[config.mk]
export PLATFORM = sky130hd
export DESIGN_NAME = prm_ctrl
export DESIGN_NICKNAME = d
export VERILOG_FILES = /design/src/rtl/prm_pkg.sv /design/src/rtl/prm_stab_cnt.sv /design/src/rtl/prm_ctrl.sv
export VERILOG_INCLUDE_DIRS = /design/src /design/src/rtl
export SDC_FILE = /design/constraint.sdc
export NUM_CORES = 1
export LEC_CHECK = 0
export ABC_AREA = 1
export BUFFER_PORTS_ARGS = -buffer_cell sky130_fd_sc_hd__buf_2
export CAP_MARGIN = 20
export CELL_PAD_IN_SITES_DETAIL_PLACEMENT = 0
export CELL_PAD_IN_SITES_GLOBAL_PLACEMENT = 1
export CORE_MARGIN = 2
export CORE_UTILIZATION = 35
export DETAILED_ROUTE_END_ITERATION = 10
export PLACE_DENSITY_LB_ADDON = 0.1
export SYNTH_ARGS = -nofsm -noshare
export SYNTH_HDL_FRONTEND = slang
export SYNTH_SLANG_ARGS = --single-unit
[constraint.sdc]
create_clock -name mclk -period 1.6 [get_ports mclk]
set_input_delay 0.24 -clock mclk [delete_from_list [all_inputs] [get_ports mclk]]
set_output_delay 0.24 -clock mclk [all_outputs]
set_load 0.02 [all_outputs]
[src/rtl/prm_consts.svh]
/*
 power reduction mode controller constants: mode encodings, field positions, counts.
 assumes inclusion by bare name from rtl files.
*/
`ifndef PRM_CONSTS_SVH
`define PRM_CONSTS_SVH
`define PRM_MODE_LSB 0
`define PRM_MODE_MSB 1
`define PRM_MODE_RST 2'h0
`define PRM_MODE_NORMAL 2'h0
`define PRM_MODE_IDLE 2'h1
`define PRM_MODE_PD 2'h2
`define PRM_MODE_TPD 2'h3
`define PRM_XTAL_CLKS 1024
`define PRM_RC_CLKS 256
`define PRM_CNT_W 11
`endif

[src/rtl/prm_pkg.sv]
/*
 types for the power reduction mode controller.
 assumes prm_consts.svh for widths.
*/
`include "prm_consts.svh"
package prm_pkg;
    // gray codes along run -> sleep -> wake; wake -> run flips both bits
    typedef enum logic [1:0] {
        PRM_RUN = 2'h0,
        PRM_SLEEP = 2'h1,
        PRM_WAKE = 2'h3,
        PRM_RSV = 2'h2
    } prm_state_t;
endpackage

[src/rtl/prm_stab_cnt.sv]
/*
 oscillator stability counter: counts clocks after restart, flags done.
 assumes start pulse while idle; length chosen by crystal select.
*/
`timescale 1ns/1ns
`include "prm_consts.svh"
module prm_stab_cnt (
    // clock and reset
    input wire logic mclk,
    input wire logic rst_b,
    // control
    input wire logic start,
    input wire logic xtal_sel,
    // status
    output logic done
);
    logic [`PRM_CNT_W-1:0] cnt_r;
    logic [`PRM_CNT_W-1:0] cnt_nxt;
    logic done_nxt;
    logic [`PRM_CNT_W-1:0] limit;

    // crystals need longer to settle than rc or external clock
    assign limit = xtal_sel ? `PRM_CNT_W'(`PRM_XTAL_CLKS) : `PRM_CNT_W'(`PRM_RC_CLKS);

    // count from restart; done is one-cycle pulse at the limit
    always_comb begin
        cnt_nxt = cnt_r;
        done_nxt = 1'b0;
        if (start) begin
            cnt_nxt = `PRM_CNT_W'(1);
        end else if (cnt_r != '0) begin
            if (cnt_r == limit) begin
                cnt_nxt = '0;
                done_nxt = 1'b1;
            end else begin
                cnt_nxt = cnt_r + `PRM_CNT_W'(1);
            end
        end
    end

    always_ff @(posedge mclk or negedge rst_b) begin
        if (!rst_b) begin
            cnt_r <= '0;
            done <= 1'b0;
        end else begin
            cnt_r <= cnt_nxt;
            done <= done_nxt;
        end
    end
endmodule

[src/rtl/prm_ctrl.sv]
/*
 power reduction mode controller: mode selection, oscillator gating,
 wake source qualification, restart after stability count.
 assumes synchronous inputs on mclk; the core writes the mode field with a strobe.
*/
`timescale 1ns/1ns
`include "prm_consts.svh"
module prm_ctrl (
    // clock and reset
    input wire logic mclk,
    input wire logic rst_b,
    // control register write from the core
    input wire logic pcr_wr,
    input wire logic [7:0] power_control_reg,
    // enables
    input wire logic global_interrupt_enable,
    input wire logic bod_int_en,
    input wire logic kbd_int_en,
    input wire logic rtc_int_en,
    input wire logic wdt_int_en,
    input wire logic cmp_int_en,
    input wire logic [1:0] wake_int_en_idle_other,
    input wire logic wdt_rst_en,
    input wire logic bod_rst_en,
    // interrupt and reset requests
    input wire logic bod_int,
    input wire logic kbd_int,
    input wire logic rtc_int,
    input wire logic wdt_int,
    input wire logic cmp_int,
    input wire logic [1:0] other_int,
    input wire logic wdt_rst,
    input wire logic bod_rst,
    input wire logic ext_rst,
    // configuration
    input wire logic xtal_sel,
    input wire logic rc_is_sysclk,
    input wire logic rtc_en,
    input wire logic watchdog_clock_select,
    input wire logic rtc_power_down,
    input wire logic cmp_pd,
    input wire logic cmp_en,
    // outputs
    output logic [1:0] power_mode_select,
    output logic cpu_run,
    output logic periph_clk_en,
    output logic main_osc_en,
    output logic rc_osc_en,
    output logic bod_en,
    output logic cmp_pwr_en,
    output logic wdt_keep,
    output logic rtc_keep,
    output logic wake_pulse
);
    prm_pkg::prm_state_t st_r;
    prm_pkg::prm_state_t st_nxt;
    logic [1:0] mode_r;
    logic [1:0] mode_nxt;
    logic osc_start_r;
    logic osc_start_nxt;
    logic stab_done;
    logic wake_int_idle;
    logic wake_pd;
    logic any_rst;
    logic wake_nxt;

    // mode field decode, used more than once
    function automatic logic is_pd(input logic [1:0] m);
        is_pd = (m == `PRM_MODE_PD) || (m == `PRM_MODE_TPD);
    endfunction

    function automatic logic is_tpd(input logic [1:0] m);
        is_tpd = (m == `PRM_MODE_TPD);
    endfunction

    // a reset only counts when its source is enabled; pin reset always enabled
    assign any_rst = ext_rst | (wdt_rst & wdt_rst_en) | (bod_rst & bod_rst_en);

    // idle: any enabled interrupt under the global enable
    assign wake_int_idle = global_interrupt_enable & ((bod_int & bod_int_en)
        | (kbd_int & kbd_int_en) | (rtc_int & rtc_int_en) | (wdt_int & wdt_int_en)
        | (cmp_int & cmp_int_en) | (|(other_int & wake_int_en_idle_other)));

    // power-down wake sources; tpd drops brownout and comparator and needs wdt clock
    always_comb begin
        wake_pd = 1'b0;
        if (global_interrupt_enable) begin
            wake_pd = (kbd_int & kbd_int_en) | (rtc_int & rtc_int_en);
            if (!is_tpd(mode_r)) begin
                wake_pd = wake_pd | (bod_int & bod_int_en) | (cmp_int & cmp_int_en)
                    | (wdt_int & wdt_int_en);
            end else begin
                wake_pd = wake_pd | (wdt_int & wdt_int_en & watchdog_clock_select);
            end
        end
        if (is_tpd(mode_r)) begin
            wake_pd = wake_pd | ext_rst | (wdt_rst & wdt_rst_en & watchdog_clock_select);
        end else begin
            wake_pd = wake_pd | any_rst;
        end
    end

    // state and mode next values
    always_comb begin
        st_nxt = st_r;
        mode_nxt = mode_r;
        osc_start_nxt = 1'b0;
        wake_nxt = 1'b0;
        case (st_r)
            prm_pkg::PRM_RUN: begin
                if (pcr_wr) begin
                    mode_nxt = power_control_reg[`PRM_MODE_MSB:`PRM_MODE_LSB];
                    if (mode_nxt != `PRM_MODE_NORMAL) begin
                        st_nxt = prm_pkg::PRM_SLEEP;
                    end
                end
            end
            prm_pkg::PRM_SLEEP: begin
                if (!is_pd(mode_r)) begin
                    if (wake_int_idle | any_rst) begin
                        mode_nxt = `PRM_MODE_NORMAL;
                        st_nxt = prm_pkg::PRM_RUN;
                        wake_nxt = 1'b1;
                    end
                end else if (wake_pd) begin
                    osc_start_nxt = 1'b1;
                    st_nxt = prm_pkg::PRM_WAKE;
                end
            end
            prm_pkg::PRM_WAKE: begin
                if (stab_done) begin
                    mode_nxt = `PRM_MODE_NORMAL;
                    st_nxt = prm_pkg::PRM_RUN;
                    wake_nxt = 1'b1;
                end
            end
            default: begin
                st_nxt = prm_pkg::PRM_RUN;
                mode_nxt = `PRM_MODE_NORMAL;
            end
        endcase
    end

    always_ff @(posedge mclk or negedge rst_b) begin
        if (!rst_b) begin
            st_r <= prm_pkg::PRM_RUN;
            mode_r <= `PRM_MODE_RST;
            osc_start_r <= 1'b0;
        end else begin
            st_r <= st_nxt;
            mode_r <= mode_nxt;
            osc_start_r <= osc_start_nxt;
        end
    end

    // stability timer, started as the oscillator restarts
    prm_stab_cnt u_stab (
        .mclk(mclk),
        .rst_b(rst_b),
        .start(osc_start_r),
        .xtal_sel(xtal_sel),
        .done(stab_done)
    );

    // output next values from next state so outputs are registered and in step
    logic cpu_run_nxt;
    logic periph_nxt;
    logic main_osc_nxt;
    logic rc_osc_nxt;
    logic bod_en_nxt;
    logic cmp_pwr_nxt;
    logic wdt_keep_nxt;
    logic rtc_keep_nxt;
    logic sleeping_pd;

    always_comb begin
        sleeping_pd = (st_nxt == prm_pkg::PRM_SLEEP) && is_pd(mode_nxt);
        cpu_run_nxt = (st_nxt == prm_pkg::PRM_RUN);
        periph_nxt = !sleeping_pd && (st_nxt != prm_pkg::PRM_WAKE);
        main_osc_nxt = !sleeping_pd;
        rc_osc_nxt = !sleeping_pd || (rc_is_sysclk && rtc_en);
        bod_en_nxt = !(sleeping_pd && is_tpd(mode_nxt));
        cmp_pwr_nxt = bod_en_nxt && !(sleeping_pd && cmp_pd && !cmp_en);
        wdt_keep_nxt = !sleeping_pd || watchdog_clock_select;
        rtc_keep_nxt = !sleeping_pd || !rtc_power_down;
    end

    always_ff @(posedge mclk or negedge rst_b) begin
        if (!rst_b) begin
            power_mode_select <= `PRM_MODE_RST;
            cpu_run <= 1'b1;
            periph_clk_en <= 1'b1;
            main_osc_en <= 1'b1;
            rc_osc_en <= 1'b1;
            bod_en <= 1'b1;
            cmp_pwr_en <= 1'b1;
            wdt_keep <= 1'b1;
            rtc_keep <= 1'b1;
            wake_pulse <= 1'b0;
        end else begin
            power_mode_select <= mode_nxt;
            cpu_run <= cpu_run_nxt;
            periph_clk_en <= periph_nxt;
            main_osc_en <= main_osc_nxt;
            rc_osc_en <= rc_osc_nxt;
            bod_en <= bod_en_nxt;
            cmp_pwr_en <= cmp_pwr_nxt;
            wdt_keep <= wdt_keep_nxt;
            rtc_keep <= rtc_keep_nxt;
            wake_pulse <= wake_nxt;
        end
    end
endmodule

==> results of run 1 <==
layout by cell type, fill, tap and decap left out, drive strengths merged:
master,count
nand2,53
nand3b,1
dlygate4sd3,1
ha,2
nand3,9
o21a,1
inv,21
nor4,1
nor2,25
a21oi,7
xor2,3
clkbuf,4
buf,45
nor3,5
nand4,5
dfrtp,18
o31ai,1
nor3b,1
o21ai,7
dfstp,8
a31oi,2
worst max path at each step:
stage	startpoint	end	cells after the start
2_1_floorplan	u_stab.cnt_r[0]$_DFFE_PN0P_	u_stab.cnt_r[1]$_DFFE_PN0P_	9
3_3_place_gp	u_stab.cnt_r[0]$_DFFE_PN0P_	u_stab.cnt_r[1]$_DFFE_PN0P_	9
3_5_place_dp	u_stab.cnt_r[0]$_DFFE_PN0P_	u_stab.cnt_r[1]$_DFFE_PN0P_	9
4_1_cts	u_stab.cnt_r[0]$_DFFE_PN0P_	u_stab.cnt_r[1]$_DFFE_PN0P_	9
5_1_grt	u_stab.cnt_r[0]$_DFFE_PN0P_	u_stab.cnt_r[1]$_DFFE_PN0P_	9
6_report	u_stab.cnt_r[0]$_DFFE_PN0P_	u_stab.cnt_r[1]$_DFFE_PN0P_	9
registers in the layout, indices dropped and copies added, names as in the netlist:
signal / count
u_stab.cnt_r: 11
cpu_run: 1
rtc_keep: 1
bod_en: 1
power_mode_select: 2
main_osc_en: 1
periph_clk_en: 1
wdt_keep: 1
cmp_pwr_en: 1
u_stab.done: 1
rc_osc_en: 1
osc_start_r: 1
st_r: 2
wake_pulse: 1
kinds of logic after synthesis:
group | after synthesis | synth area share [%]
xor+xnor | 3 | 1.90
buf+inv | 21 | 5.71
fa+ha+maj | 2 | 1.81
compound gates | 18 | 8.16
flops | 26 | 47.9
simple gates | 100 | 34.5
what timing repair did:
item | CTS | global route
hold endpoints to repair | 18 | 0
gates resized for setup | 0 | 1
setup buffers | 0 | 1
endpoints found under the setup margin | 0 | 1
hold buffers | 1 | 0
worst max-delay path: cells and delay by family (launching register included):
family / cells / cell delay (ns)
buffers and inverters: 2 / 0.17
adders and majority gates: 1 / 0.16
DFF: 1 / 0.40
and+or+nand+nor: 5 / 0.55
AOI/OAI and AO/OA: 1 / 0.09
power groups by stage:
| stage | registers [W] | logic [W] | clock network [W] |
|---|---|---|---|
| 4_1_cts | 0.00114 | 0.00119 | 0.000431 |
| 6_report | 0.00113 | 0.00120 | 0.000410 |
| 5_1_grt | 0.00117 | 0.00135 | 0.000466 |
| 3_5_place_dp | 0.00115 | 0.00118 | 0 |
| 3_3_place_gp | 0.00114 | 0.00116 | 0 |
| 2_1_floorplan | 0.00126 | 0.000709 | 0 |
cell type report:
cell class	count	area (um2)
sequential	26	661
multi-input combinational	123	643
tap	48	60.1
inverter	21	78.8
timing repair buffer	46	243
fill	375	1980
clock buffer	4	55.1
metrics by stage:
step	setup WS [ns]	utilization [%]	area (um2)	instances
5_1_grt	0.000617	46.8	1740	268
4_1_cts	0.0940	46.6	1730	267
6_report	0.113	46.8	1740	268
2_1_floorplan	0.272	-	1380	170
3_5_place_dp	0.104	44.8	1670	262
3_3_place_gp	0.136	44.8	1670	262
layer usage:
layer | share of wire [%] | track usage [%] | up-vias
met3 | 5.9 | 4.39 | 4
li1 | - | - | 647
met1 | 46 | 19.6 | 576
met2 | 47 | 26.6 | 36
met4 | 1.0 | 4.59 | 0
met5 | 0 | 0 | -
==> summary.txt, run 1 <==
top post-synthesis cells by count -> nand2_1 (51), nor2_1 (22), inv_1 (21)
Clock Sinks -> 26
worst r2r dst -> u_stab.cnt_r[1]$_DFFE_PN0P_
Core Area -> 3720 um2
CP max stage cell -> dfrtp_1
layout cells sized above 1 -> 31.4%
top cell type's share of synthesized area -> 32.6%
setup TNS -> 0 ns
hold path startpoint -> rtc_power_down
hold depth -> 2
Synth Instances -> 170
RD Place Congestion -> 0.805
vias in the first global route -> 1242
largest cells by area after synthesis -> dfrtp_1 (33%), dfstp_2 (15%), nand2_1 (14%), nor2_1 (6.0%), inv_1 (5.7%)
fin crit period -> 1.49 ns
outcome -> finished clean
worst hold-check path type -> in2reg
CTS tree -> built
Final HPWL DP -> 2370 um
Total Power -> 0.00274 W
clk slew on worst S/H paths -> 0.08 ns
final hold viol count -> 0
first-pass GRT wire length -> 5310 um
TritonRoute pass-1 iters -> 4
share of synthesized registers carrying an async set or reset -> 100%
Die Width -> 66.8 um
Peak VDD IR -> 0.905 mV
initial core utilization -> 37.1%
H-tree level count -> 1
Die Height -> 66.8 um
Slew headroom -> 62.8%
fin. max-slew vios -> 0
max_cap viols -> 0
drt total wl -> 2940 um
drt via density -> 4.71
Ant. Diodes -> 0
Layout Nets -> 261
final antenna-violating net count -> 0
Yosys warnings -> 0
die area -> 4460 um2
vias -> 1263
Net Sw Power -> 0.00114 W
PD cells -> 1570 nW/um2
CP Capture Type -> flip-flop
Internal -> 0.00160 W
Reg-to-Reg Start -> u_stab.cnt_r[0]$_DFFE_PN0P_
Max clock buf depth -> 2
sequential share of power -> 41.3%
RSZ-0062 raised after global routing -> no
Clock Power Share -> 15.0%
I/O Buffers -> 42
Netlist cell types -> 26
syn nets -> 210
cell taking the most area after synthesis -> dfrtp_1
clk root buf -> clkbuf_8
worst-path fanout max -> 4
area of the mapped netlist -> 1380 um2
Clock Skews -> 0.00772 ns
Avg WL per Cell -> 11.0 um
most frequent cell after synthesis -> nand2_1
DRC violations left -> 0
Hold Path End -> rtc_keep$_DFF_PN1_
crit path DAT -> 1.63 ns
critical path's largest stage delay -> 0.40 ns
largest net degree at the start of global routing -> 27
Post-synth top flop -> dfrtp_1
Worst Setup Path Type -> reg2reg
Clock Latency Late Sink -> 0.27 ns
Static Leak -> 0.885 nW
#FFs+latches synth -> 26
gr ovfl total -> 0
Post-synth EDFFs -> 0
row cnt -> 22
initial antenna violation count -> 0
Gate power share -> 43.7%
Layout area overhead -> 26.1%
Worst setup SP type -> flip-flop
initial DRC count -> 68
part of the cycle the worst path needs -> 92.9%
Switching Share -> 41.8%
Worst-Margin Slew -> 0.557 ns
number of CTS-inserted buffers -> 3
IO Count -> 49
Req. time, crit path -> 1.74 ns
register area share after synthesis -> 47.9%
CP cell instances -> inv_1 > ha_1 > nand4_1 > nor2_2 > nand2_1 > nand2_1 > inv_1 > nand3_1 > o21ai_0
R2R Setup Slk -> 0.11 ns
global-route usage over all layers -> 15.8%
Final setup viols -> 0
R2R depth -> 9
fmax -> 673 MHz
Hold Slack -> 0.0942 ns
Synth Area per Inst -> 8.12 um2
Note: power is estimated with default switching activity, not from simulation.
==> run 2: changes to the inputs <==
Settings changed: BUFFER_PORTS_ARGS -buffer_cell sky130_fd_sc_hd__buf_2 to default, CORE_UTILIZATION 35 to 36, DONT_BUFFER_PORTS from default to 1.
==> run 2 against run 1 <==
- sequential share of layout area up 3.3 points
- clock-buffer cell count decreased by 1
- cell count fell by 14%
- largest power group is now registers
- register-to-register slack better by 0.07 ns
- sequential power increased by 8%
- hold slack got worse by 0.041 ns
- critical path type unchanged
==> summary.txt, run 2 (synthesis results as in run 1) <==
crit path from -> u_stab.cnt_r[1]$_DFFE_PN0P_
final antenna-violating net count -> 0 (unchanged)
Clock Skews -> 0.00408 ns (-0.00364 ns)
vias in the first global route -> 957 (-23%)
initial DRC count -> 66 (-2.9%)
setup TNS -> 0 ns (unchanged)
pre-CTS WS -> 0.110 ns (+0.00611 ns)
CTS tree -> built
clk root buf -> clkbuf_8
Static Leak -> 0.761 nW (-14%)
worst r2r dst -> u_stab.cnt_r[1]$_DFFE_PN0P_
H-tree level count -> 1 (unchanged)
drt via density -> 4.71 (-0.15%)
CP cell instances -> inv_1 > ha_1 > nand4_1 > nor2_2 > nand2_1 > nand2_2 > inv_2 > nand3_1 > o21ai_0
max FFs per register -> 11 (unchanged)
Largest Register -> u_stab.cnt_r
Final setup viols -> 0 (unchanged)
Hold Path End -> rc_osc_en$_DFF_PN1_
critical path's largest stage delay -> 0.40 ns (about the same)
Req. time, crit path -> 1.75 ns (about the same)
worst hold-check path type -> in2reg
Die Height -> 65.9 um (-1.3%)
fin. max-slew vios -> 0 (unchanged)
Total Power -> 0.00280 W (+2.2%)
Max clock buf depth -> 2 (unchanged)
IO Count -> 49 (unchanged)
CP Capture Type -> flip-flop
uppermost layer routed -> met4
DRC violations left -> 0 (unchanged)
hold depth -> 2 (unchanged)
Final Non-Filler Cells -> 231 (-14%)
top flop regs -> u_stab.cnt_r: 11 flops, power_mode_select: 2 flops, st_r: 2 flops
Peak VDD IR -> 0.670 mV (-26%)
crit path DAT -> 1.57 ns (-0.06 ns)
I/O Buffers -> 0 (-100%)
fmax -> 704 MHz (+4.7%)
most frequent cells in the layout -> nand2_1 (50), nor2_1 (21), inv_1 (20)
Clock Sinks -> 26 (unchanged)
Worst Setup Path Type -> reg2reg
worst-path fanout max -> 4 (unchanged)
fin crit period -> 1.42 ns (-0.0669 ns)
Reg-to-Reg Start -> u_stab.cnt_r[1]$_DFFE_PN0P_
Final HPWL DP -> 2150 um (-9.3%)
final hold viol count -> 0 (unchanged)
Hold Slack -> 0.0536 ns (-0.0406 ns)
Layout Nets -> 224 (-14%)
drt total wl -> 2670 um (-9.2%)
first-pass GRT wire length -> 4240 um (-20%)
R2R Setup Slk -> 0.18 ns (+0.07 ns)
Worst setup SP type -> flip-flop
Worst-Margin Slew -> 0.289 ns (-0.268 ns)
Die Width -> 65.9 um (-1.3%)
most common cell after layout, fill and taps aside -> nand2_1
Ant. Diodes -> 0 (unchanged)
outcome -> finished clean
Final WS setup -> 0.180 ns (+0.0669 ns)
global-route usage over all layers -> 13.1% (-2.7 points)
row cnt -> 22 (unchanged)
part of the cycle the worst path needs -> 88.7% (-4.2 points)
Slew headroom -> 80.7% (+18 points)
PD cells -> 1750 nW/um2 (+11%)
initial core utilization -> 37.7% (+0.56 points)
RD Place Congestion -> 0.788 (-2.1%)
hold path startpoint -> rtc_en
max_cap viols -> 0 (unchanged)
Core Area -> 3660 um2 (-1.5%)
Post-CTS Setup Bufs -> 0 (unchanged)
gr ovfl total -> 0 (unchanged)
number of CTS-inserted buffers -> 3 (unchanged)
vias -> 1087 (-14%)
CP max stage cell -> dfrtp_1
largest net degree at the start of global routing -> 27 (unchanged)
met2 WL -> 1340 um (-3.8%)
DR WL met3 -> 108 um (-37%)
clk slew on worst S/H paths -> 0.08 ns (about the same)
Clock Latency Late Sink -> 0.26 ns (about the same)
die area -> 4340 um2 (-2.6%)
met1 wire length -> 1190 um (-12%)
initial antenna violation count -> 0 (unchanged)
Layout area overhead -> 16.0%
layout cells sized above 1 -> 18.0% (-13 points)
Avg WL per Cell -> 11.5 um (+5.3%)
placed insts -> 224 (-15%)
RSZ-0062 raised after global routing -> no
R2R depth -> 9 (unchanged)
TritonRoute pass-1 iters -> 4 (unchanged)
# fillers -> 375 (unchanged)
run 2: layout make-up:
type                            count  area (um2)  area share (%)
Sequential cell                    26         661            41.2
Multi-Input combinational cell    123         646            40.3
Timing Repair Buffer                9        85.1            5.31
Inverter                           21        78.8            4.92
Tap cell                           48        60.1            3.75
Clock buffer                        3        41.3            2.58
Clock inverter                      1        30.0            1.87
run 2: how the worst max path moves through the flow:
stage,end,slack (ns)
floorplan,u_stab.cnt_r[1]$_DFFE_PN0P_,0.27
global placement,u_stab.cnt_r[1]$_DFFE_PN0P_,0.11
detailed placement,u_stab.cnt_r[1]$_DFFE_PN0P_,0.11
CTS,u_stab.cnt_r[1]$_DFFE_PN0P_,0.1
global route,u_stab.cnt_r[1]$_DFFE_PN0P_,0.02
finish,u_stab.cnt_r[1]$_DFFE_PN0P_,0.18
run 2: stage by stage:
step	area, um2	utilization, %
after global placement	1490	40.6
after global routing	1600	43.7
after CTS	1600	43.6
final	1600	43.7
after detailed placement	1490	40.6
after floorplan	1380	-
run 2: repair_timing:
| item | in CTS | in global routing |
|---|---|---|
| gates resized for setup | 0 | 3 |
| endpoints found under the hold margin | 27 | 0 |
| endpoints found under the setup margin | 0 | 3 |
| hold buffers | 3 | 0 |
run 2: critical path, delay by kind of cell (launching register included):
family	cells	cell delay, ns
DFF	1	0.40
and+or+nand+nor	5	0.53
AOI/OAI and AO/OA	1	0.07
adders and majority gates	1	0.16
buffers and inverters	2	0.14
run 2: per-layer routing:
metal / global-route usage [%] / vias to the layer above
met3: 1.70 / 2
met2: 22.3 / 27
li1: - / 570
met5: 0 / -
met1: 16.2 / 488
met4: 6.25 / 0
run 2: where the power goes:
part | total [W] | internal [W] | switching [W] | leakage [nW]
logic | 0.00105 | 0.000411 | 0.000639 | 0.413
clock network | 0.000530 | 0.000334 | 0.000196 | 0.0357
registers | 0.00122 | 0.000935 | 0.000284 | 0.312
==> run 3: changes to the inputs <==
Clock period 1.6 ns to 1.5 ns, I/O delays scaled along.
==> run 3 against run 2 <==
- die area did not move
- via count grew 1.1%
- non-clock buffer count increased by 3
- utilization is 1.1 points higher
- setup slack worse by 0.083 ns
- global-route usage rose by 1.9 points
- clock power rose by 9.1%
- critical path type unchanged
==> summary.txt, run 3 (synthesis results as in run 1) <==
outcome -> finished clean
Clock Latency Late Sink -> 0.27 ns (about the same)
Reg-to-Reg Start -> u_stab.cnt_r[0]$_DFFE_PN0P_
Worst-Margin Slew -> 0.315 ns (+0.0265 ns)
Largest Register -> u_stab.cnt_r
first-pass GRT wire length -> 4930 um (+16%)
Layout Nets -> 227 (+1.3%)
IO Count -> 49 (unchanged)
CP max stage cell -> dfrtp_1
R2R depth -> 9 (unchanged)
fmax -> 713 MHz (+1.2%)
R2R Setup Slk -> 0.1 ns (-0.08 ns)
pre-CTS WS -> 0.0421 ns (-0.0675 ns)
Static Leak -> 0.775 nW (+1.9%)
Die Height -> 65.9 um (unchanged)
Max clock buf depth -> 2 (unchanged)
clk root buf -> clkbuf_8
Final setup viols -> 0 (unchanged)
H-tree level count -> 1 (unchanged)
Clock Sinks -> 26 (unchanged)
gr ovfl total -> 0 (unchanged)
PD cells -> 1870 nW/um2 (+7.2%)
# fillers -> 360 (-4.0%)
fin crit period -> 1.40 ns (-0.0173 ns)
max FFs per register -> 11 (unchanged)
global-route usage over all layers -> 15.0% (+1.9 points)
worst r2r dst -> u_stab.cnt_r[2]$_DFFE_PN0P_
fin. max-slew vios -> 0 (unchanged)
Layout area overhead -> 18.9%
most common cell after layout, fill and taps aside -> nand2_1
row cnt -> 22 (unchanged)
vias in the first global route -> 1107 (+16%)
Req. time, crit path -> 1.66 ns (-0.09 ns)
Peak VDD IR -> 0.727 mV (+8.6%)
initial antenna violation count -> 0 (unchanged)
Slew headroom -> 79.0% (-1.8 points)
clk slew on worst S/H paths -> 0.09 ns (about the same)
Core Area -> 3660 um2 (unchanged)
sequential cell area -> 661 um2 (unchanged)
worst hold-check path type -> in2reg
met2 WL -> 1450 um (+8.6%)
I/O Buffers -> 0 (unchanged)
Final HPWL DP -> 2250 um (+4.6%)
Ant. Diodes -> 0 (unchanged)
part of the cycle the worst path needs -> 93.5% (+4.8 points)
largest net degree at the start of global routing -> 27 (unchanged)
RD Place Congestion -> 0.784 (-0.57%)
CP Capture Type -> flip-flop
number of CTS-inserted buffers -> 3 (unchanged)
Final WS setup -> 0.0973 ns (-0.0827 ns)
DR WL met3 -> 98 um (-9.3%)
max_cap viols -> 0 (unchanged)
TritonRoute pass-1 iters -> 4 (unchanged)
Worst setup SP type -> flip-flop
most frequent cells in the layout -> nand2_1 (50), nor2_1 (21), inv_1 (19)
worst-path fanout max -> 4 (unchanged)
Hold Path End -> rc_osc_en$_DFF_PN1_
CP Buf/Inv Count -> 2 (unchanged)
final hold viol count -> 0 (unchanged)
CTS tree -> built
initial core utilization -> 37.7% (unchanged)
die area -> 4340 um2 (unchanged)
critical path's largest stage delay -> 0.38 ns (-0.02 ns)
drt via density -> 4.70 (-0.19%)
top flop regs -> u_stab.cnt_r: 11 flops, power_mode_select: 2 flops, st_r: 2 flops
RSZ-0062 raised after global routing -> no
Worst Setup Path Type -> reg2reg
DRC violations left -> 0 (unchanged)
area of the multi-input gates -> 663 um2 (+2.7%)
hold path startpoint -> rtc_en
initial DRC count -> 99 (+50%)
setup TNS -> 0 ns (unchanged)
Avg WL per Cell -> 12.0 um (+4.3%)
Clock Skews -> 0.00857 ns (+0.00449 ns)
CP cell instances -> inv_1 > ha_4 > nand4_1 > nor2_2 > nand2_1 > nand2_2 > inv_2 > o21ai_0 > nor2_1
hold depth -> 2 (unchanged)
layout cells sized above 1 -> 21.0% (+2.9 points)
uppermost layer routed -> met4
cell family with most CP delay -> simple AND/OR/NAND/NOR gates
met1 wire length -> 1180 um (-0.25%)
final antenna-violating net count -> 0 (unchanged)
Die Width -> 65.9 um (unchanged)
drt total wl -> 2820 um (+5.7%)
crit path DAT -> 1.56 ns (about the same)
vias -> 1099 (+1.1%)
==> run 3: changes by cell type in the layout (fill, tap and decap cells not counted) <==
cell     before  now
buf_4         6    9
ha_1          2    1
ha_4          0    1
inv_1        20   19
inv_2         1    2
nand3_1       8    7
nand3_2       1    2
o21ai_0       6    5
o21ai_1       0    1
==> run 3: per-layer routing <==
metal	vias to the layer above	global-route usage (%)
met5	-	0
met1	492	16.9
met2	26	27.0
met4	0	7.81
li1	575	-
met3	6	2.21
==> run 3: cell type report <==
| cell class | instances | share of cell area, % |
|---|---|---|
| Timing Repair Buffer | 12 | 6.55 |
| Clock buffer | 3 | 2.52 |
| Tap cell | 48 | 3.66 |
| Clock inverter | 1 | 1.83 |
| Inverter | 21 | 4.80 |
| Multi-Input combinational cell | 123 | 40.4 |
| Sequential cell | 26 | 40.2 |
==> run 3: worst max-delay path by stage <==
stage                                            from                           to  slack, ns  cells past startpoint
final                     u_stab.cnt_r[0]$_DFFE_PN0P_  u_stab.cnt_r[2]$_DFFE_PN0P_        0.1                      9
after global routing      u_stab.cnt_r[0]$_DFFE_PN0P_  u_stab.cnt_r[1]$_DFFE_PN0P_      0.001                      9
after CTS                 u_stab.cnt_r[1]$_DFFE_PN0P_  u_stab.cnt_r[1]$_DFFE_PN0P_       0.03                      9
after detailed placement  u_stab.cnt_r[1]$_DFFE_PN0P_  u_stab.cnt_r[1]$_DFFE_PN0P_       0.04                      9
after global placement    u_stab.cnt_r[1]$_DFFE_PN0P_  u_stab.cnt_r[1]$_DFFE_PN0P_       0.06                      9
after floorplan           u_stab.cnt_r[0]$_DFFE_PN0P_  u_stab.cnt_r[1]$_DFFE_PN0P_       0.17                      9
==> run 3: worst register-to-register path, delay by kind of cell (launching register included) <==
kind,cells,cell delay [ns]
AOI/OAI and AO/OA,1,0.07
DFF,1,0.38
buffers and inverters,2,0.17
and+or+nand+nor,5,0.53
adders and majority gates,1,0.14
==> run 3: report_power, final <==
part | switching [W] | leakage, nW | internal (W)
combinational | 0.000716 | 0.427 | 0.000478
sequential | 0.000307 | 0.312 | 0.000997
clock | 0.000221 | 0.0357 | 0.000357
total | 0.00124 | 0.775 | 0.00183
==> run 3: through the flow <==
stage          utilization, %  instance area [um2]  total power, W  hold slack (ns)  std cells
4_1_cts                  44.0                 1610         0.00306           0.0306        233
2_1_floorplan               -                 1380         0.00210          -0.0706        170
3_3_place_gp             41.0                 1500         0.00244          -0.0699        226
3_5_place_dp             41.0                 1500         0.00246          -0.0698        226
5_1_grt                  44.8                 1640         0.00336           0.0272        234
6_report                 44.8                 1640         0.00308           0.0380        234
==> run 3: repair_timing <==
item / 4_1_cts / 5_1_grt
hold buffers: 3 / 0
endpoints found under the hold margin: 27 / 0
endpoints found under the setup margin: 0 / 5
buffers inserted: 0 / 1
resized for setup: 0 / 8
